===== config.mk =====
export PLATFORM = sky130hd
export DESIGN_NAME = rbl_top
export DESIGN_NICKNAME = d
export VERILOG_FILES = /design/src/logic/rbl_pkg.sv /design/src/logic/rbl_buf_if.sv /design/src/logic/rbl_top.sv /design/src/logic/rbl_tick.sv /design/src/logic/rbl_echo.sv
export SDC_FILE = /design/constraint.sdc
export NUM_CORES = 1
export LEC_CHECK = 0
export ABC_AREA = 1
export CAP_MARGIN = 15
export CORE_ASPECT_RATIO = 0.9
export CORE_MARGIN = 2
export CORE_UTILIZATION = 45
export CTS_BUF_LIST = sky130_fd_sc_hd__clkbuf_4
export CTS_CLUSTER_DIAMETER = 50
export DETAILED_ROUTE_END_ITERATION = 10
export DONT_BUFFER_PORTS = 1
export REMOVE_ABC_BUFFERS = 1
export SLEW_MARGIN = 10
export SYNTH_ARGS = -nofsm -noshare
export SYNTH_HDL_FRONTEND = slang
export SYNTH_SLANG_ARGS = --single-unit

===== constraint.sdc =====
create_clock -name clk -period 9.4 [get_ports clk]
set_input_delay 1.41 -clock clk [delete_from_list [all_inputs] [get_ports clk]]
set_output_delay 1.41 -clock clk [all_outputs]
set_load 0.02 [all_outputs]

===== src/logic/rbl_pkg.sv =====
// Constants, codes and helper functions for radio block loopback control
// ==========================================================================
package rbl_pkg;
    localparam int unsigned ADDR_W     = 4;
    localparam int unsigned DATA_W     = 32;
    localparam int unsigned BLK_W      = 64;
    localparam int unsigned TRUNC_BITS = 16;
    localparam int unsigned CNT_W      = 24;
    localparam int unsigned CLK_NS     = 10;
    // Register offsets
    localparam logic [ADDR_W-1:0] REG_CTRL    = 4'h0;
    localparam logic [ADDR_W-1:0] REG_DL_MASK = 4'h4;
    localparam logic [ADDR_W-1:0] REG_UL_MASK = 4'h8;
    localparam logic [ADDR_W-1:0] REG_STATUS  = 4'hc;
    // Control fields and reset values
    localparam int unsigned CTRL_START = 0;
    localparam int unsigned CTRL_GMSK  = 1;
    localparam int unsigned CTRL_MS    = 2;
    localparam int unsigned CTRL_OFS   = 4;
    localparam logic [7:0]  MASK_RST   = 8'h00;
    localparam logic [2:0]  OFS_RST    = 3'h0;
    // Payload type codes and last GMSK spread segment
    localparam logic [1:0] PT_ON_NOOPT  = 2'h0;
    localparam logic [1:0] PT_OFF_NOOPT = 2'h1;
    localparam logic [1:0] PT_ON_OPT    = 2'h2;
    localparam logic [1:0] PT_OFF_RSV   = 2'h3;
    localparam logic [1:0] SEG_LAST     = 2'h2;

    typedef enum logic [1:0] {RBL_IDLE, RBL_ON, RBL_OFF} rbl_state_e;

    // Sub-mode commanded by a payload type code
    function automatic logic rbl_pt_off(input logic [1:0] pt);
        return (pt == PT_OFF_NOOPT) || (pt == PT_OFF_RSV);
    endfunction : rbl_pt_off

    // Number of set mask bits below slot s
    function automatic logic [3:0] rbl_ones_below(input logic [7:0] m, input logic [2:0] s);
        logic [3:0] n;
        n = 4'h0;
        for (int i = 0; i < 8; i++) begin
            if (i < int'(s) && m[i]) begin
                n = n + 4'h1;
            end
        end
        return n;
    endfunction : rbl_ones_below

    // Ordinal of slot s counted from offset, wrapping through slot 7
    function automatic logic [3:0] rbl_dl_ord(input logic [7:0] m, input logic [2:0] ofs,
                                              input logic [2:0] s);
        logic [3:0] n;
        logic       hit;
        logic [2:0] j;
        n   = 4'h0;
        hit = 1'b0;
        j   = 3'h0;
        for (int i = 0; i < 8; i++) begin
            j = 3'(ofs + 3'(i));
            if (j == s) begin
                hit = 1'b1;
            end
            if (!hit && m[j]) begin
                n = n + 4'h1;
            end
        end
        return n;
    endfunction : rbl_dl_ord
endpackage : rbl_pkg


===== src/logic/rbl_buf_if.sv =====
// Interface between loopback control and echo block store
`timescale 1ns/100ps
`default_nettype none
interface rbl_buf_if;
    import rbl_pkg::*;
    logic             wr_en;
    logic [2:0]       wr_idx;
    logic [BLK_W-1:0] wr_data;
    logic             wr_psk;
    logic             swap;
    logic             cap_psk;
    logic [2:0]       rd_idx;
    logic [BLK_W-1:0] rd_data;
    logic             rd_vld;
    logic             rd_psk;
    logic             flush;
    modport store (input wr_en, wr_idx, wr_data, wr_psk, swap, rd_idx, flush,
                   output cap_psk, rd_data, rd_vld, rd_psk);
    modport ctrl  (output wr_en, wr_idx, wr_data, wr_psk, swap, rd_idx, flush,
                   input cap_psk, rd_data, rd_vld, rd_psk);
endinterface : rbl_buf_if
`default_nettype wire


===== src/logic/rbl_top.sv =====
// Radio block loopback control top level
//
// Design decisions made here: the register offsets and the address-and-strobe port.
`timescale 1ns/100ps
`default_nettype none
module rbl_top #(
    parameter int unsigned BLK_PERIOD_NS = 20000000
) (
    input  wire logic                          clk,
    input  wire logic                          arst_n,
    input  wire logic [rbl_pkg::ADDR_W-1:0]    addr,
    input  wire logic [rbl_pkg::DATA_W-1:0]    wdata,
    input  wire logic                          wr,
    input  wire logic                          rd,
    output var  logic [rbl_pkg::DATA_W-1:0]    rdata,
    input  wire logic                          rx_valid,
    input  wire logic [2:0]                    rx_ts,
    input  wire logic [rbl_pkg::BLK_W-1:0]     rx_data,
    input  wire logic                          rx_psk,
    input  wire logic                          rx_hdr_ok,
    input  wire logic                          rx_ctrl,
    input  wire logic [1:0]                    rx_ptype,
    input  wire logic                          tbf_release,
    input  wire logic                          t3190_exp,
    output var  logic                          tx_valid,
    output var  logic [2:0]                    tx_ts,
    output var  logic [rbl_pkg::BLK_W-1:0]     tx_data,
    output var  logic                          tx_gmsk,
    output var  logic [1:0]                    tx_seg,
    output var  logic                          tx_trunc,
    output var  logic                          fwd_valid,
    output var  logic                          fwd_opt_oct,
    output var  logic                          ctrl_obey,
    output var  logic                          own_tx_en,
    output var  logic                          tbf_hold,
    output var  logic                          timers_off,
    output var  logic                          ul_discard,
    output var  logic                          idle_ret
);
    import rbl_pkg::*;
    localparam int unsigned BLK_CYC = BLK_PERIOD_NS / CLK_NS;

    logic       rst_s1;
    logic       rst_n;
    logic       tick;
    rbl_state_e state;
    logic       start_req;
    logic       gmsk_ul;
    logic       ms_en;
    logic [2:0] dl_ofs;
    logic [7:0] dl_mask;
    logic [7:0] ul_mask;
    logic [1:0] last_pt;
    logic [1:0] seg;
    logic       seg_run;
    logic       scan_on;
    logic [2:0] scan_ts;
    logic       active;
    logic       term;
    logic       pt_cmd;
    logic       cap_ok;
    logic [3:0] ul_k;
    logic [3:0] n_dl;
    logic [3:0] src;
    logic [3:0] rx_ord;
    logic       fire;

    rbl_buf_if buf_if ();

    // ==================================================================
    // Reset release synchroniser
    always_ff @(posedge clk or negedge arst_n) begin
        if (!arst_n) begin
            rst_s1 <= 1'b0;
            rst_n  <= 1'b0;
        end else begin
            rst_s1 <= 1'b1;
            rst_n  <= rst_s1;
        end
    end

    rbl_tick #(.CYC(BLK_CYC)) u_tick (
        .clk   (clk),
        .rst_n (rst_n),
        .tick  (tick)
    );

    rbl_echo u_echo (
        .clk   (clk),
        .rst_n (rst_n),
        .bus   (buf_if.store)
    );

    // ==================================================================
    // Decode terms
    assign active = (state != RBL_IDLE);
    assign term   = active && (tbf_release || t3190_exp);
    assign pt_cmd = rx_valid && rx_hdr_ok && rx_ctrl;
    assign rx_ord = rbl_dl_ord(dl_mask, dl_ofs, rx_ts);
    assign n_dl   = rbl_ones_below(dl_mask, 3'h7) + {3'h0, dl_mask[7]};
    assign ul_k   = rbl_ones_below(ul_mask, scan_ts);

    // Source ordinal for the uplink slot under scan
    always_comb begin
        src = 4'h0;
        if (ms_en && n_dl > 4'h1) begin
            src = (ul_k > n_dl - 4'h1) ? n_dl - 4'h1 : ul_k;
        end
    end
    // Single downlink slot or no multi-slot: ordinal zero everywhere

    // Capture gate: sub-mode ON, slot in TBF, not in the first two periods of a GMSK spread
    assign cap_ok = rx_valid && (state == RBL_ON) && dl_mask[rx_ts]
                    && (rx_ord[3:1] == 3'h0) && (ms_en || rx_ord == 4'h0)
                    && !(seg_run && seg != SEG_LAST);
    assign buf_if.wr_en   = cap_ok && (ms_en || rx_ord == 4'h0);
    assign buf_if.wr_idx  = rx_ord[2:0];
    assign buf_if.wr_data = rx_data;
    assign buf_if.wr_psk  = rx_psk;
    assign buf_if.swap    = tick && !(seg_run && seg != SEG_LAST);
    assign buf_if.rd_idx  = src[2:0];
    assign buf_if.flush   = term;
    assign fire = scan_on && ul_mask[scan_ts] && (state == RBL_ON) && buf_if.rd_vld;

    // ==================================================================
    // Register write port
    always_ff @(posedge clk or negedge rst_n) begin
        if (!rst_n) begin
            start_req <= 1'b0;
            gmsk_ul   <= 1'b0;
            ms_en     <= 1'b0;
            dl_ofs    <= OFS_RST;
            dl_mask   <= MASK_RST;
            ul_mask   <= MASK_RST;
        end else begin
            start_req <= wr && (addr == REG_CTRL) && wdata[CTRL_START];
            if (wr && addr == REG_CTRL) begin
                gmsk_ul <= wdata[CTRL_GMSK];
                ms_en   <= wdata[CTRL_MS];
                dl_ofs  <= wdata[CTRL_OFS+:3];
            end
            if (wr && addr == REG_DL_MASK) begin
                dl_mask <= wdata[7:0];
            end
            if (wr && addr == REG_UL_MASK) begin
                ul_mask <= wdata[7:0];
            end
        end
    end

    // Register read port, data one cycle after the strobe
    always_ff @(posedge clk or negedge rst_n) begin
        if (!rst_n) begin
            rdata <= '0;
        end else if (rd) begin
            case (addr)
                REG_CTRL:    rdata <= {25'h0, dl_ofs, 1'b0, ms_en, gmsk_ul, 1'b0};
                REG_DL_MASK: rdata <= {24'h0, dl_mask};
                REG_UL_MASK: rdata <= {24'h0, ul_mask};
                REG_STATUS:  rdata <= {25'h0, seg_run, seg, last_pt, state == RBL_ON, active};
                default:     rdata <= '0;
            endcase
        end else begin
            rdata <= '0;
        end
    end

    // ==================================================================
    // Loopback sub-mode state
    always_ff @(posedge clk or negedge rst_n) begin
        if (!rst_n) begin
            state <= RBL_IDLE;
        end else begin
            case (state)
                RBL_IDLE: begin
                    if (start_req) begin
                        state <= RBL_ON;
                    end
                end
                RBL_ON: begin
                    if (term) begin
                        state <= RBL_IDLE;
                    end else if (pt_cmd && rbl_pt_off(rx_ptype)) begin
                        state <= RBL_OFF;
                    end
                end
                RBL_OFF: begin
                    if (term) begin
                        state <= RBL_IDLE;
                    end else if (pt_cmd && !rbl_pt_off(rx_ptype)) begin
                        state <= RBL_ON;
                    end
                end
                default: state <= RBL_IDLE;
            endcase
        end
    end
    // Same-mode commands fall through both arms unchanged

    // Last payload type taken as a command
    always_ff @(posedge clk or negedge rst_n) begin
        if (!rst_n) begin
            last_pt <= PT_ON_NOOPT;
        end else if (active && pt_cmd) begin
            last_pt <= rx_ptype;
        end
    end

    // ==================================================================
    // GMSK spread of 8PSK blocks over three periods
    always_ff @(posedge clk or negedge rst_n) begin
        if (!rst_n) begin
            seg     <= 2'h0;
            seg_run <= 1'b0;
        end else if (term) begin
            seg     <= 2'h0;
            seg_run <= 1'b0;
        end else if (tick) begin
            if (seg_run && seg != SEG_LAST) begin
                seg <= seg + 2'h1;
            end else begin
                seg     <= 2'h0;
                seg_run <= gmsk_ul && buf_if.cap_psk;
            end
        end
    end

    // Uplink slot scan after each period tick
    always_ff @(posedge clk or negedge rst_n) begin
        if (!rst_n) begin
            scan_on <= 1'b0;
            scan_ts <= 3'h0;
        end else if (tick) begin
            scan_on <= 1'b1;
            scan_ts <= 3'h0;
        end else if (scan_on) begin
            scan_ts <= scan_ts + 3'h1;
            scan_on <= (scan_ts != 3'h7);
        end
    end

    // Echo transmit request, USF and TFI not consulted
    always_ff @(posedge clk or negedge rst_n) begin
        if (!rst_n) begin
            tx_valid <= 1'b0;
            tx_ts    <= 3'h0;
            tx_data  <= '0;
            tx_gmsk  <= 1'b0;
            tx_seg   <= 2'h0;
            tx_trunc <= 1'b0;
        end else begin
            tx_valid <= fire && !term;
            tx_ts    <= scan_ts;
            tx_gmsk  <= gmsk_ul;
            tx_seg   <= seg_run ? seg : 2'h0;
            tx_trunc <= fire && gmsk_ul && buf_if.rd_psk;
            if (gmsk_ul && buf_if.rd_psk) begin
                tx_data <= {buf_if.rd_data[BLK_W-1:TRUNC_BITS], {TRUNC_BITS{1'b0}}};
            end else begin
                tx_data <= buf_if.rd_data;
            end
        end
    end

    // ==================================================================
    // Decoded path, link control and termination outputs
    always_ff @(posedge clk or negedge rst_n) begin
        if (!rst_n) begin
            fwd_valid   <= 1'b0;
            fwd_opt_oct <= 1'b0;
            ctrl_obey   <= 1'b0;
            own_tx_en   <= 1'b1;
            tbf_hold    <= 1'b0;
            timers_off  <= 1'b0;
            ul_discard  <= 1'b0;
            idle_ret    <= 1'b0;
        end else begin
            fwd_valid   <= rx_valid && rx_hdr_ok;
            fwd_opt_oct <= active && (last_pt == PT_ON_OPT);
            ctrl_obey   <= pt_cmd;
            own_tx_en   <= (state != RBL_ON) || term;
            tbf_hold    <= active && !term;
            timers_off  <= active && !term;
            ul_discard  <= term;
            idle_ret    <= term;
        end
    end

    // ==================================================================
    // Checks
    a_start_on: assert property (@(posedge clk) disable iff (!rst_n)
        (state == RBL_IDLE && start_req) |=> state == RBL_ON)
        else $error("start did not enter sub-mode ON");
    a_pt_off: assert property (@(posedge clk) disable iff (!rst_n)
        (state == RBL_ON && pt_cmd && rx_ptype[0] && !term) |=> state == RBL_OFF)
        else $error("off code did not leave sub-mode ON");
    a_pt_on: assert property (@(posedge clk) disable iff (!rst_n)
        (state == RBL_ON && pt_cmd && !rx_ptype[0] && !term) |=> state == RBL_ON)
        else $error("on command in sub-mode ON changed state");
    a_hdr_fail: assert property (@(posedge clk) disable iff (!rst_n)
        (active && !term && !pt_cmd && !start_req) |=> $stable(state))
        else $error("sub-mode moved without a good control header");
    a_term_idle: assert property (@(posedge clk) disable iff (!rst_n)
        term |=> (state == RBL_IDLE && idle_ret && ul_discard) ##1 !tx_valid)
        else $error("termination did not return to idle");
    a_hold_tbf: assert property (@(posedge clk) disable iff (!rst_n)
        (active && !term) |=> (tbf_hold && timers_off))
        else $error("TBF hold or timer disable missing in loopback");
    a_no_echo: assert property (@(posedge clk) disable iff (!rst_n)
        (state != RBL_ON) |=> !tx_valid)
        else $error("echo sent outside sub-mode ON");
    a_own_quiet: assert property (@(posedge clk) disable iff (!rst_n)
        (state == RBL_ON && !term) |=> !own_tx_en)
        else $error("own traffic enabled in sub-mode ON");
    a_trunc_gmsk: assert property (@(posedge clk) disable iff (!rst_n)
        (tx_valid && tx_trunc) |-> (tx_gmsk && tx_data[TRUNC_BITS-1:0] == '0))
        else $error("8PSK echo tail not dropped");
    a_fwd_hdr: assert property (@(posedge clk) disable iff (!rst_n)
        (rx_valid && rx_hdr_ok) |=> fwd_valid)
        else $error("good header not forwarded");
    a_seg_spread: assert property (@(posedge clk) disable iff (!rst_n)
        (tick && seg_run && seg == 2'h0 && !term) |=> seg == 2'h1)
        else $error("8PSK spread did not advance");

    c_on_off: cover property (@(posedge clk) disable iff (!rst_n)
        state == RBL_ON ##1 state == RBL_OFF);
    c_echo: cover property (@(posedge clk) disable iff (!rst_n) tx_valid);
    c_term: cover property (@(posedge clk) disable iff (!rst_n) idle_ret);
    c_spread: cover property (@(posedge clk) disable iff (!rst_n)
        tx_valid && tx_seg == SEG_LAST);
endmodule : rbl_top
`default_nettype wire


===== src/logic/rbl_tick.sv =====
// Block period divider producing a one-cycle tick
`timescale 1ns/100ps
`default_nettype none
module rbl_tick #(
    parameter int unsigned CYC = 2
) (
    input  wire logic clk,
    input  wire logic rst_n,
    output var  logic tick
);
    import rbl_pkg::*;
    localparam logic [CNT_W-1:0] LAST = CNT_W'(CYC - 1);
    logic [CNT_W-1:0] cnt;

    // ==================================================================
    // Free running period counter
    always_ff @(posedge clk or negedge rst_n) begin
        if (!rst_n) begin
            cnt  <= '0;
            tick <= 1'b0;
        end else begin
            tick <= (cnt == LAST);
            cnt  <= (cnt == LAST) ? '0 : cnt + CNT_W'(1);
        end
    end
endmodule : rbl_tick
`default_nettype wire


===== src/logic/rbl_echo.sv =====
// Two-bank store of raw received blocks for uplink echo
`timescale 1ns/100ps
`default_nettype none
module rbl_echo (
    input  wire logic clk,
    input  wire logic rst_n,
    rbl_buf_if.store  bus
);
    import rbl_pkg::*;
    logic [BLK_W-1:0] cap_mem [8];
    logic [BLK_W-1:0] out_mem [8];
    logic [7:0]       cap_vld;
    logic [7:0]       cap_psk;
    logic [7:0]       out_vld;
    logic [7:0]       out_psk;

    // ==================================================================
    // Capture bank, cleared at each period swap; a write beats the clear
    always_ff @(posedge clk or negedge rst_n) begin
        if (!rst_n) begin
            cap_vld <= 8'h00;
            cap_psk <= 8'h00;
        end else begin
            if (bus.swap || bus.flush) begin
                cap_vld <= 8'h00;
            end
            if (bus.wr_en) begin
                cap_vld[bus.wr_idx] <= 1'b1;
                cap_psk[bus.wr_idx] <= bus.wr_psk;
            end
        end
    end

    // Block payload storage
    always_ff @(posedge clk) begin
        if (bus.wr_en) begin
            cap_mem[bus.wr_idx] <= bus.wr_data;
        end
        if (bus.swap) begin
            out_mem <= cap_mem;
        end
    end

    // Output bank, loaded once per period outside a GMSK spread for the next period's echo
    always_ff @(posedge clk or negedge rst_n) begin
        if (!rst_n) begin
            out_vld <= 8'h00;
            out_psk <= 8'h00;
        end else if (bus.flush) begin
            out_vld <= 8'h00;
        end else if (bus.swap) begin
            out_vld <= cap_vld;
            out_psk <= cap_psk;
        end
    end

    assign bus.cap_psk = |(cap_vld & cap_psk);
    assign bus.rd_data = out_mem[bus.rd_idx];
    assign bus.rd_vld  = out_vld[bus.rd_idx];
    assign bus.rd_psk  = out_psk[bus.rd_idx];
endmodule : rbl_echo
`default_nettype wire


==> out/metrics.yaml, run 1 <==
synthDistinctLibCells: 58
wl_met3_mm: 4.78
p_leak_nw: 20.3
finalCritPeriodShare: 0.830
totalWireLength_mm: 80.0
gp_congestion: 0.820
cp_slowest_cell: "buf_4"
clock_skew_ps: 142
path_common_cell: "nand2_1"
cts.repair.resized: 0
overflow: 0
setup.worst_path.class: "flip-flop to flip-flop"
path_buf_inv: 10
finalSetupViolations: 0
area_growth_pct: 14.6
synth_sequential_area_ratio: 0.780
drc: 0
antenna_left: 0
dieWidth_um: 338
clock_latency_ps: 1160
max_freq_ghz: 0.128
dr.first_iter.drc_count: 1427
min_path_cells: 0
start_util: 0.452
mostFrequentLayoutCell: "edfxtp_1"
hpwl_mm: 43.0
nNetsFinal: 3985
crit_path_max_fanout: 96
critical_path_required_ps: 10380
grt_max_degree: 183
routedWlPerCell_um: 14.8
synthArstFlopShare: 0.148
final_cell_mix: "edfxtp_1 (1024), nand2_1 (716), clkbuf_4 (489)"
ios: 227
critPathMaxStageDelay_ps: 900
syn_inst: 3234
worst_pin_slew_ps: 1120
slew_headroom: 0.256
globalRouteTotalUtil: 0.159
hold_viol: 0
fin_crit_ps: 7810
cap_violations: 0
synth_area_mm2: 0.0451
cp_data_arrival_time_ps: 8790
worstSetupPathDepth: 41
rsz0062_at_grt: "false"
synth_edf_count: 1024
powerDensity_mw_per_mm2: 246
cts.htree.levels: 5
p_int_w: 0.00914
die_h_um: 304
switching_share: 0.280
wl_met2_mm: 39.7
yosys_warnings: 0
worstRegToRegCells: 41
clk_pin_slew_ps: 70
p_comb_frac: 0.142
ys_seq_elements: 1202
grt_pass1_wl_mm: 127
ir_worst_vdd_mv: 0.147
clockBufferDepth: 4
grt_pass1_vias: 25000
grt_antenna_before_repair: 3
drt_pass1_iterations: 4
reg2reg_slack_ps: 1590
path_delay_family: "simple AND/OR/NAND/NOR gates"
dr.max_layer_used: "met4"
vias: 24900
io_buffer_count: 0
core_area_mm2: 0.0998
cts.sinks: 1202
clockRootBuffer: "clkbuf_4"
drv_slew: 0
status: "completed"
start_kind: "flip-flop"
ys.flop_type: "edfxtp_1"
viasPerCell: 4.60
clock_power_share: 0.349
fin_setup_tns_ps: 0
rows: 110
end_kind: "flip-flop"
syn_area_per_cell_um2: 14.0
m1WireLength_mm: 33.4
netSwitchingPower_w: 0.00355
dieArea_mm2: 0.103
worstHoldPathType: "flip-flop to flip-flop"
cts_tree: "built"
drive_gt1_frac: 0.155
p_seq_frac: 0.510
cts_buffers: 317
total_power_w: 0.0127
[cell type report]
type	instances	area (µm²)
Tap cell	1344	1680
Clock inverter	58	342
Clock buffer	489	3670
Antenna cell	6	15.0
Sequential cell	1202	35200
Timing Repair Buffer	21	223
Fill cell	8690	48100
Multi-Input combinational cell	2117	9880
Inverter	178	681
[repair_timing]
| item | in CTS | in global routing |
|---|---|---|
| buffers inserted | 0 | 0 |
| hold buffers | 1 | 0 |
| endpoints found under the hold margin | 2 | 0 |
[power by group through the flow]
stage                     clock, W  combinational [W]  sequential [W]
after detailed placement         0            0.00182         0.00659
after floorplan                  0            0.00133         0.00651
final                      0.00443            0.00180         0.00647
after CTS                  0.00461            0.00183         0.00648
after global routing       0.00489            0.00207         0.00650
after global placement           0            0.00180         0.00658
[path summary, 6_finish.rpt]
kind / endpoint / startpoint
min in group asynchronous: tx_data[8] / rst_n
worst min register to register: u_echo.out_mem[151] / u_echo.cap_mem[151]
worst max register to register: tx_data[15] / dl_mask[1]
max in group asynchronous: dl_mask[7] / rst_n
worst max-delay path: tx_data[15] / dl_mask[1]
worst min-delay path: u_echo.out_mem[151] / u_echo.cap_mem[151]
[cells by family after synthesis]
| group | count (synthesis) | share of synthesized area |
|---|---|---|
| buffers and inverters | 322 | 0.0354 |
| AOI/OAI and AO/OA | 313 | 0.0422 |
| and+or+nand+nor | 1337 | 0.128 |
| muxes | 1 | 0.000222 |
| DFF | 1202 | 0.780 |
| xor gates and xnor gates | 24 | 0.00499 |
| adders and majority gates | 33 | 0.00915 |
| other | 2 | 0.000166 |
[flip-flops by register name, indices dropped and copies added (netlist names), 8 cells and up]
name and count:
u_echo.out_mem 512, u_echo.cap_mem 512, u_echo.cap_vld 8, rdata 8, tx_data 64, dl_mask 8, ul_mask 8, u_echo.out_vld 8
u_echo.cap_psk 8, u_echo.out_psk 8, u_tick.cnt 24
[metal layers]
layer | track usage | up-vias
met2 | 0.267 | 495
li1 | - | 12300
met3 | 0.0483 | 165
met4 | 0.0753 | 0
met5 | 0 | -
met1 | 0.187 | 11900
[Yosys cell counts, types with 3 or more instances]
library cell | n | area share
edfxtp_1 | 1024 | 0.68
nand2_1 | 716 | 0.060
nor2_1 | 278 | 0.023
dfrtp_1 | 177 | 0.098
inv_1 | 163 | 0.014
nand3_1 | 147 | 0.016
o21ai_0 | 128 | 0.014
o211ai_1 | 99 | 0.016
buf_2 | 63 | 0.0070
or2_0 | 51 | 0.0071
or2_2 | 42 | 0.0058
buf_4 | 38 | 0.0063
ha_1 | 33 | 0.0091
o21ai_1 | 32 | 0.0035
nor3_1 | 22 | 0.0024
a21oi_1 | 21 | 0.0023
buf_6 | 21 | 0.0052
nand4_1 | 19 | 0.0026
clkbuf_1 | 17 | 0.0014
xor2_1 | 13 | 0.0025
inv_2 | 11 | 0.00091
nand2_2 | 11 | 0.0015
nor2_2 | 11 | 0.0015
or2_1 | 11 | 0.0015
nand3_2 | 10 | 0.0022
o22ai_1 | 9 | 0.0012
xnor2_1 | 9 | 0.0017
a221oi_1 | 7 | 0.0014
clkbuf_2 | 4 | 0.00044
nor4_1 | 4 | 0.00055
nand3b_1 | 3 | 0.00050
o21ai_2 | 3 | 0.00058
[per-stage QoR]
stage	setup slack, ps	cells	hold WS, ps	instance area (µm²)	utilization
after floorplan	-19720	3497	331	45700	-
after global placement	1540	4861	339	47700	0.478
after detailed placement	1440	4861	341	47700	0.478
after CTS	1450	5409	138	51700	0.518
after global routing	839	5415	170	51700	0.518
final	1590	5415	326	51700	0.518
Note: power is estimated with default switching activity, not from simulation.
==> run 2, diff against run 1 <==
==> constraint.sdc (replaced) <==
create_clock -name clk -period 7 [get_ports clk]
set_input_delay 1.05 -clock clk [delete_from_list [all_inputs] [get_ports clk]]
set_output_delay 1.05 -clock clk [all_outputs]
set_load 0.02 [all_outputs]
==> run 2 against run 1 <==
  * Design area grew 1.9%
  * Die area is the same
  * Cell count grew 1.4%
  * Global-route usage shrank 0.18 points
==> out/metrics.yaml, run 2 (synthesized netlist as in run 1, its figures left out) <==
start_kind: "flip-flop"
vias: 25200  # +1.4%
area_growth_pct: 16.8
cp-endpoint: "tx_data[1]"
overflow: 0  # unchanged
nNetsFinal: 4076  # +2.3%
max_freq_ghz: 0.153  # +20%
hold_viol: 0  # unchanged
grt_pass1_vias: 25200  # +0.67%
clockRootBuffer: "clkbuf_4"
crit_path_max_fanout: 31  # -68%
core_area_mm2: 0.0998  # unchanged
worstHoldPathType: "input pin to flip-flop"
ir_worst_vdd_mv: 0.255  # +73%
cp_slowest_cell: "dfrtp_1"
fin_crit_ps: 6520  # -1290 ps
cts.sinks: 1202  # unchanged
regArea_mm2: 0.0352  # unchanged
io_buffer_count: 0  # unchanged
drive_gt1_frac: 0.154  # -0.000276
dieWidth_um: 338  # unchanged
fin_util: 0.528  # +0.00986
die_h_um: 304  # unchanged
r2r-start: "dl_mask[0]"
critPathMaxStageDelay_ps: 390  # -510 ps
grt_antenna_before_repair: 11  # +8
reg2reg_slack_ps: 480  # -1110 ps
drv_slew: 0  # unchanged
cts.htree.levels: 5  # unchanged
worst_pin_slew_ps: 1240  # +121 ps
routedWlPerCell_um: 14.6  # -0.99%
crit_path_start: "dl_mask[0]"
slew_headroom: 0.176  # -0.0806
end_kind: "flip-flop"
antenna_left: 0  # unchanged
mostFrequentLayoutCell: "edfxtp_1"
hpwl_mm: 43.0  # +0.14%
cap_violations: 0  # unchanged
clock_latency_ps: 1140  # -20 ps
path_common_cell: "nand2_1"
finalSetupViolations: 0  # unchanged
finalCritPeriodShare: 0.932  # +0.101
stdcell_count: 5493  # +1.4%
rr_endpoint: "tx_data[1]"
clk_pin_slew_ps: 70  # about the same
cts_tree: "built"
multi_input_area_mm2: 0.00988  # about the same
status: "completed"
dp.cells: 4864  # +0.062%
final_cell_mix: "edfxtp_1 (1024), nand2_1 (716), clkbuf_4 (485)"
powerDensity_mw_per_mm2: 324  # +32%
whs_ps: 175  # -152 ps
p_leak_nw: 20.7  # +1.9%
dieArea_mm2: 0.103  # unchanged
critical_path_required_ps: 7970  # -2410 ps
cp_data_arrival_time_ps: 7490  # -1300 ps
fillers: 8428  # -3.0%
viasPerCell: 4.59  # about the same
setup.worst_path.class: "flip-flop to flip-flop"
ios: 227  # unchanged
drc: 0  # unchanged
worstRegToRegCells: 42  # +2.4%
fin_setup_tns_ps: 0  # unchanged
clock_skew_ps: 139  # -3.27 ps
globalRouteTotalUtil: 0.158  # -0.00178
drt_pass1_iterations: 5  # +1
grt_pass1_wl_mm: 125  # -0.98%
gp_congestion: 0.822  # +0.17%
reg_top3: "u_echo.cap_mem x512, u_echo.out_mem x512, tx_data x64"
start_util: 0.452  # unchanged
grt_max_degree: 203  # +11%
clockBufferDepth: 4  # unchanged
totalWireLength_mm: 80.4  # +0.44%
cts_buffers: 318  # +0.32%
dr.first_iter.drc_count: 1322  # -7.4%
rows: 110  # unchanged
## run 2: cell types whose count changed in the layout (fill, tap and decap cells not counted), sizes merged
cell / delta
clkbuf: -1
bufinv: -4
clkinvlp: +2
diode: +6
dlygate4sd3: +72
clkinv: -13
inv: +1
buf: +15
## run 2: final cells by class
type | instances | share of cell area
clock inverter | 44 | 0.00351
sequential | 1202 | 0.668
timing repair buffer | 111 | 0.0257
clock buffer | 485 | 0.0691
multi-input combinational | 2117 | 0.188
inverter | 178 | 0.0133
antenna | 12 | 0.000570
tap | 1344 | 0.0319
## run 2: worst max-delay path: cells and delay by family, from the launching register on
family	cells	cell delay, ps
AND/OR/NAND/NOR	20	2290
adder cells (fa/ha/maj)	8	2150
buffers and inverters	11	1110
flip-flops	1	390
AO/OA/AOI/OAI	2	280
XOR/XNOR	1	160
## run 2: metrics by stage
stage          setup slack (ps)  power (W)  cell area [µm²]
2_1_floorplan            -22120     0.0105            45700
3_3_place_gp                399     0.0113            47800
3_5_place_dp                279     0.0113            47800
4_1_cts                     267     0.0173            52400
5_1_grt                   -22.1     0.0181            52700
6_report                    479     0.0170            52700
## run 2: metal layers
layer,vias to the layer above,routed length [µm],global-route usage
met5,-,70,0
met4,12,2230,0.0748
met3,204,4840,0.0503
met2,528,40100,0.266
met1,12000,33200,0.181
li1,12500,-,-
## run 2: worst min-delay path by stage
| stage | startpoint | to | slack, ps | cells after the start |
|---|---|---|---|---|
| 3_3_place_gp | rst_n | tx_data[11] | 340 | 0 |
| 3_5_place_dp | rst_n | tx_data[11] | 340 | 0 |
| 6_report | rd | rdata[2] | 170 | 2 |
| 4_1_cts | tbf_release | timers_off | 3 | 3 |
| 2_1_floorplan | rst_s1 | rst_n | 330 | 0 |
| 5_1_grt | tbf_release | timers_off | 50 | 3 |
## run 2: repair_timing
item	in CTS	in global routing
endpoints found under the setup margin	0	65
endpoints found under the hold margin	523	0
gates resized for setup	0	7
buffers inserted	0	12
hold buffers	73	0
## run 2: power by group
part           total [W]  switching [W]  internal, W
sequential       0.00871       0.000463      0.00824
clock            0.00571        0.00259      0.00312
combinational    0.00263        0.00176     0.000870
==> run 3, diff against run 2 <==
--- a/config.mk
+++ b/config.mk
@@ -14,6 +14,8 @@
 export CTS_CLUSTER_DIAMETER = 50
 export DETAILED_ROUTE_END_ITERATION = 10
 export DONT_BUFFER_PORTS = 1
+export GPL_ROUTABILITY_DRIVEN = 0
+export PLACE_DENSITY_LB_ADDON = 0.1
 export REMOVE_ABC_BUFFERS = 1
 export SLEW_MARGIN = 10
 export SYNTH_ARGS = -nofsm -noshare
==> run 3 against run 2 <==
  * Maximum frequency shrank 0.16%
  * Die area unchanged
  * Non-clock buffer count rose by 13
  * Critical endpoint is now tx_data[53]
==> out/metrics.yaml, run 3 (synthesized netlist as in run 1, its figures left out) <==
status: "completed"
cap_violations: 0  # unchanged
whs_ps: 159  # -15.7 ps
drt_pass1_iterations: 6  # +1
total_power_w: 0.0175  # +2.6%
globalRouteTotalUtil: 0.168  # +0.0105
path_buf_inv: 9  # -2
worstHoldPathType: "input pin to flip-flop"
clockRootBuffer: "clkbuf_4"
clk_pin_slew_ps: 70  # about the same
worst_pin_slew_ps: 1230  # -10.1 ps
clock_skew_ps: 99.2  # -39.8 ps
path_common_cell: "nand2_1"
cp_data_arrival_time_ps: 7500  # about the same
ir_worst_vdd_mv: 0.237  # -7.3%
dieWidth_um: 338  # unchanged
fin_setup_tns_ps: 0  # unchanged
finalSetupViolations: 0  # unchanged
clockBufferDepth: 4  # unchanged
antenna_left: 0  # unchanged
slew_headroom: 0.183  # +0.00671
grt_max_degree: 198  # -2.5%
drc: 0  # unchanged
grt_pass1_wl_mm: 134  # +7.1%
die_h_um: 304  # unchanged
totalWireLength_mm: 87.2  # +8.5%
core_area_mm2: 0.0998  # unchanged
fin_crit_ps: 6530  # +10.4 ps
setup.worst_path.class: "flip-flop to flip-flop"
start_kind: "flip-flop"
cp_slowest_cell: "dfrtp_2"
final_cell_mix: "edfxtp_1 (1024), nand2_1 (716), clkbuf_4 (488)"
mostFrequentLayoutCell: "edfxtp_1"
reg_top3: "u_echo.cap_mem x512, u_echo.out_mem x512, tx_data x64"
io_buffer_count: 0  # unchanged
overflow: 0  # unchanged
dr.first_iter.drc_count: 1448  # +9.5%
dp.cells: 4877  # +0.27%
critical_path_required_ps: 7970  # about the same
critPathMaxStageDelay_ps: 440  # +50 ps
rsz0062_at_grt: "false"
stdcell_count: 5534  # +0.75%
hpwl_mm: 48.0  # +11%
cts.htree.levels: 5  # unchanged
nNetsFinal: 4093  # +0.42%
start_util: 0.452  # unchanged
p_leak_nw: 21.0  # +1.1%
hold_viol: 0  # unchanged
drive_gt1_frac: 0.160  # +0.00507
clock_latency_ps: 1150  # about the same
drv_slew: 0  # unchanged
vias: 25700  # +1.9%
path_delay_family: "simple AND/OR/NAND/NOR gates"
cts_buffers: 321  # +0.94%
cts.sinks: 1202  # unchanged
max_freq_ghz: 0.153  # -0.16%
cts_tree: "built"
end_kind: "flip-flop"
routedWlPerCell_um: 15.8  # +7.7%
finalCritPeriodShare: 0.933  # +0.00149
powerDensity_mw_per_mm2: 330  # +1.9%
viasPerCell: 4.65  # +1.2%
grt_pass1_vias: 26600  # +5.7%
rows: 110  # unchanged
grt_antenna_before_repair: 9  # -2
crit_path_max_fanout: 12  # -61%
area_growth_pct: 17.7
dieArea_mm2: 0.103  # unchanged
ios: 227  # unchanged
## run 3: where the power goes
part | total [W] | switching [W] | internal, W
sequential | 0.00870 | 0.000451 | 0.00824
clock | 0.00605 | 0.00267 | 0.00339
combinational | 0.00275 | 0.00185 | 0.000900
## run 3: worst register-to-register path, delay by kind of cell (launching register included)
family | cells | cell delay, ps
simple gates | 18 | 2400
flops | 1 | 440
buf+inv | 9 | 1020
compound gates | 4 | 410
xor+xnor | 2 | 320
fa+ha+maj | 7 | 1840
## run 3: area by class of cell
cell class	instances	area (µm²)
Timing Repair Buffer	124	1460
Tap cell	1344	1680
Inverter	178	702
Sequential cell	1202	35200
Clock buffer	488	3660
Multi-Input combinational cell	2117	9900
Fill cell	8544	46700
Timing Repair inverter	1	11.3
Antenna cell	9	22.5
Clock inverter	71	438
## run 3: timing repair
item                                    CTS  global route
buffers inserted                          0             9
resized for setup                         0            22
endpoints found under the setup margin    0            63
hold buffers                             73             0
hold endpoints to repair                522             0
## run 3: path summary, 6_finish.rpt
path	startpoint	end	slack (ps)	cells after the start
setup / recovery	dl_mask[0]	tx_data[53]	470	40
hold / removal	wdata[7]	ul_mask[7]	160	2
setup reg to reg	dl_mask[0]	tx_data[53]	470	40
hold reg to reg	rst_n	tx_data[6]	250	0
max in group asynchronous	rst_n	tx_data[52]	5290	1
min in group asynchronous	arst_n	rst_n	220	1
## run 3: stage by stage
step	util	setup slack (ps)	instance area [µm²]
finish	0.532	468	53100
global placement	0.480	357	47900
global route	0.532	23.7	53100
CTS	0.529	251	52700
floorplan	-	-22120	45700
detailed placement	0.480	251	47900
## run 3: routing by layer
layer / up-vias / track usage / part of all wire
li1: 12600 / - / -
met1: 12400 / 0.200 / 0.42
met2: 538 / 0.288 / 0.51
met3: 173 / 0.0442 / 0.049
met4: 8 / 0.0703 / 0.023
met5: - / 0 / 0.00065
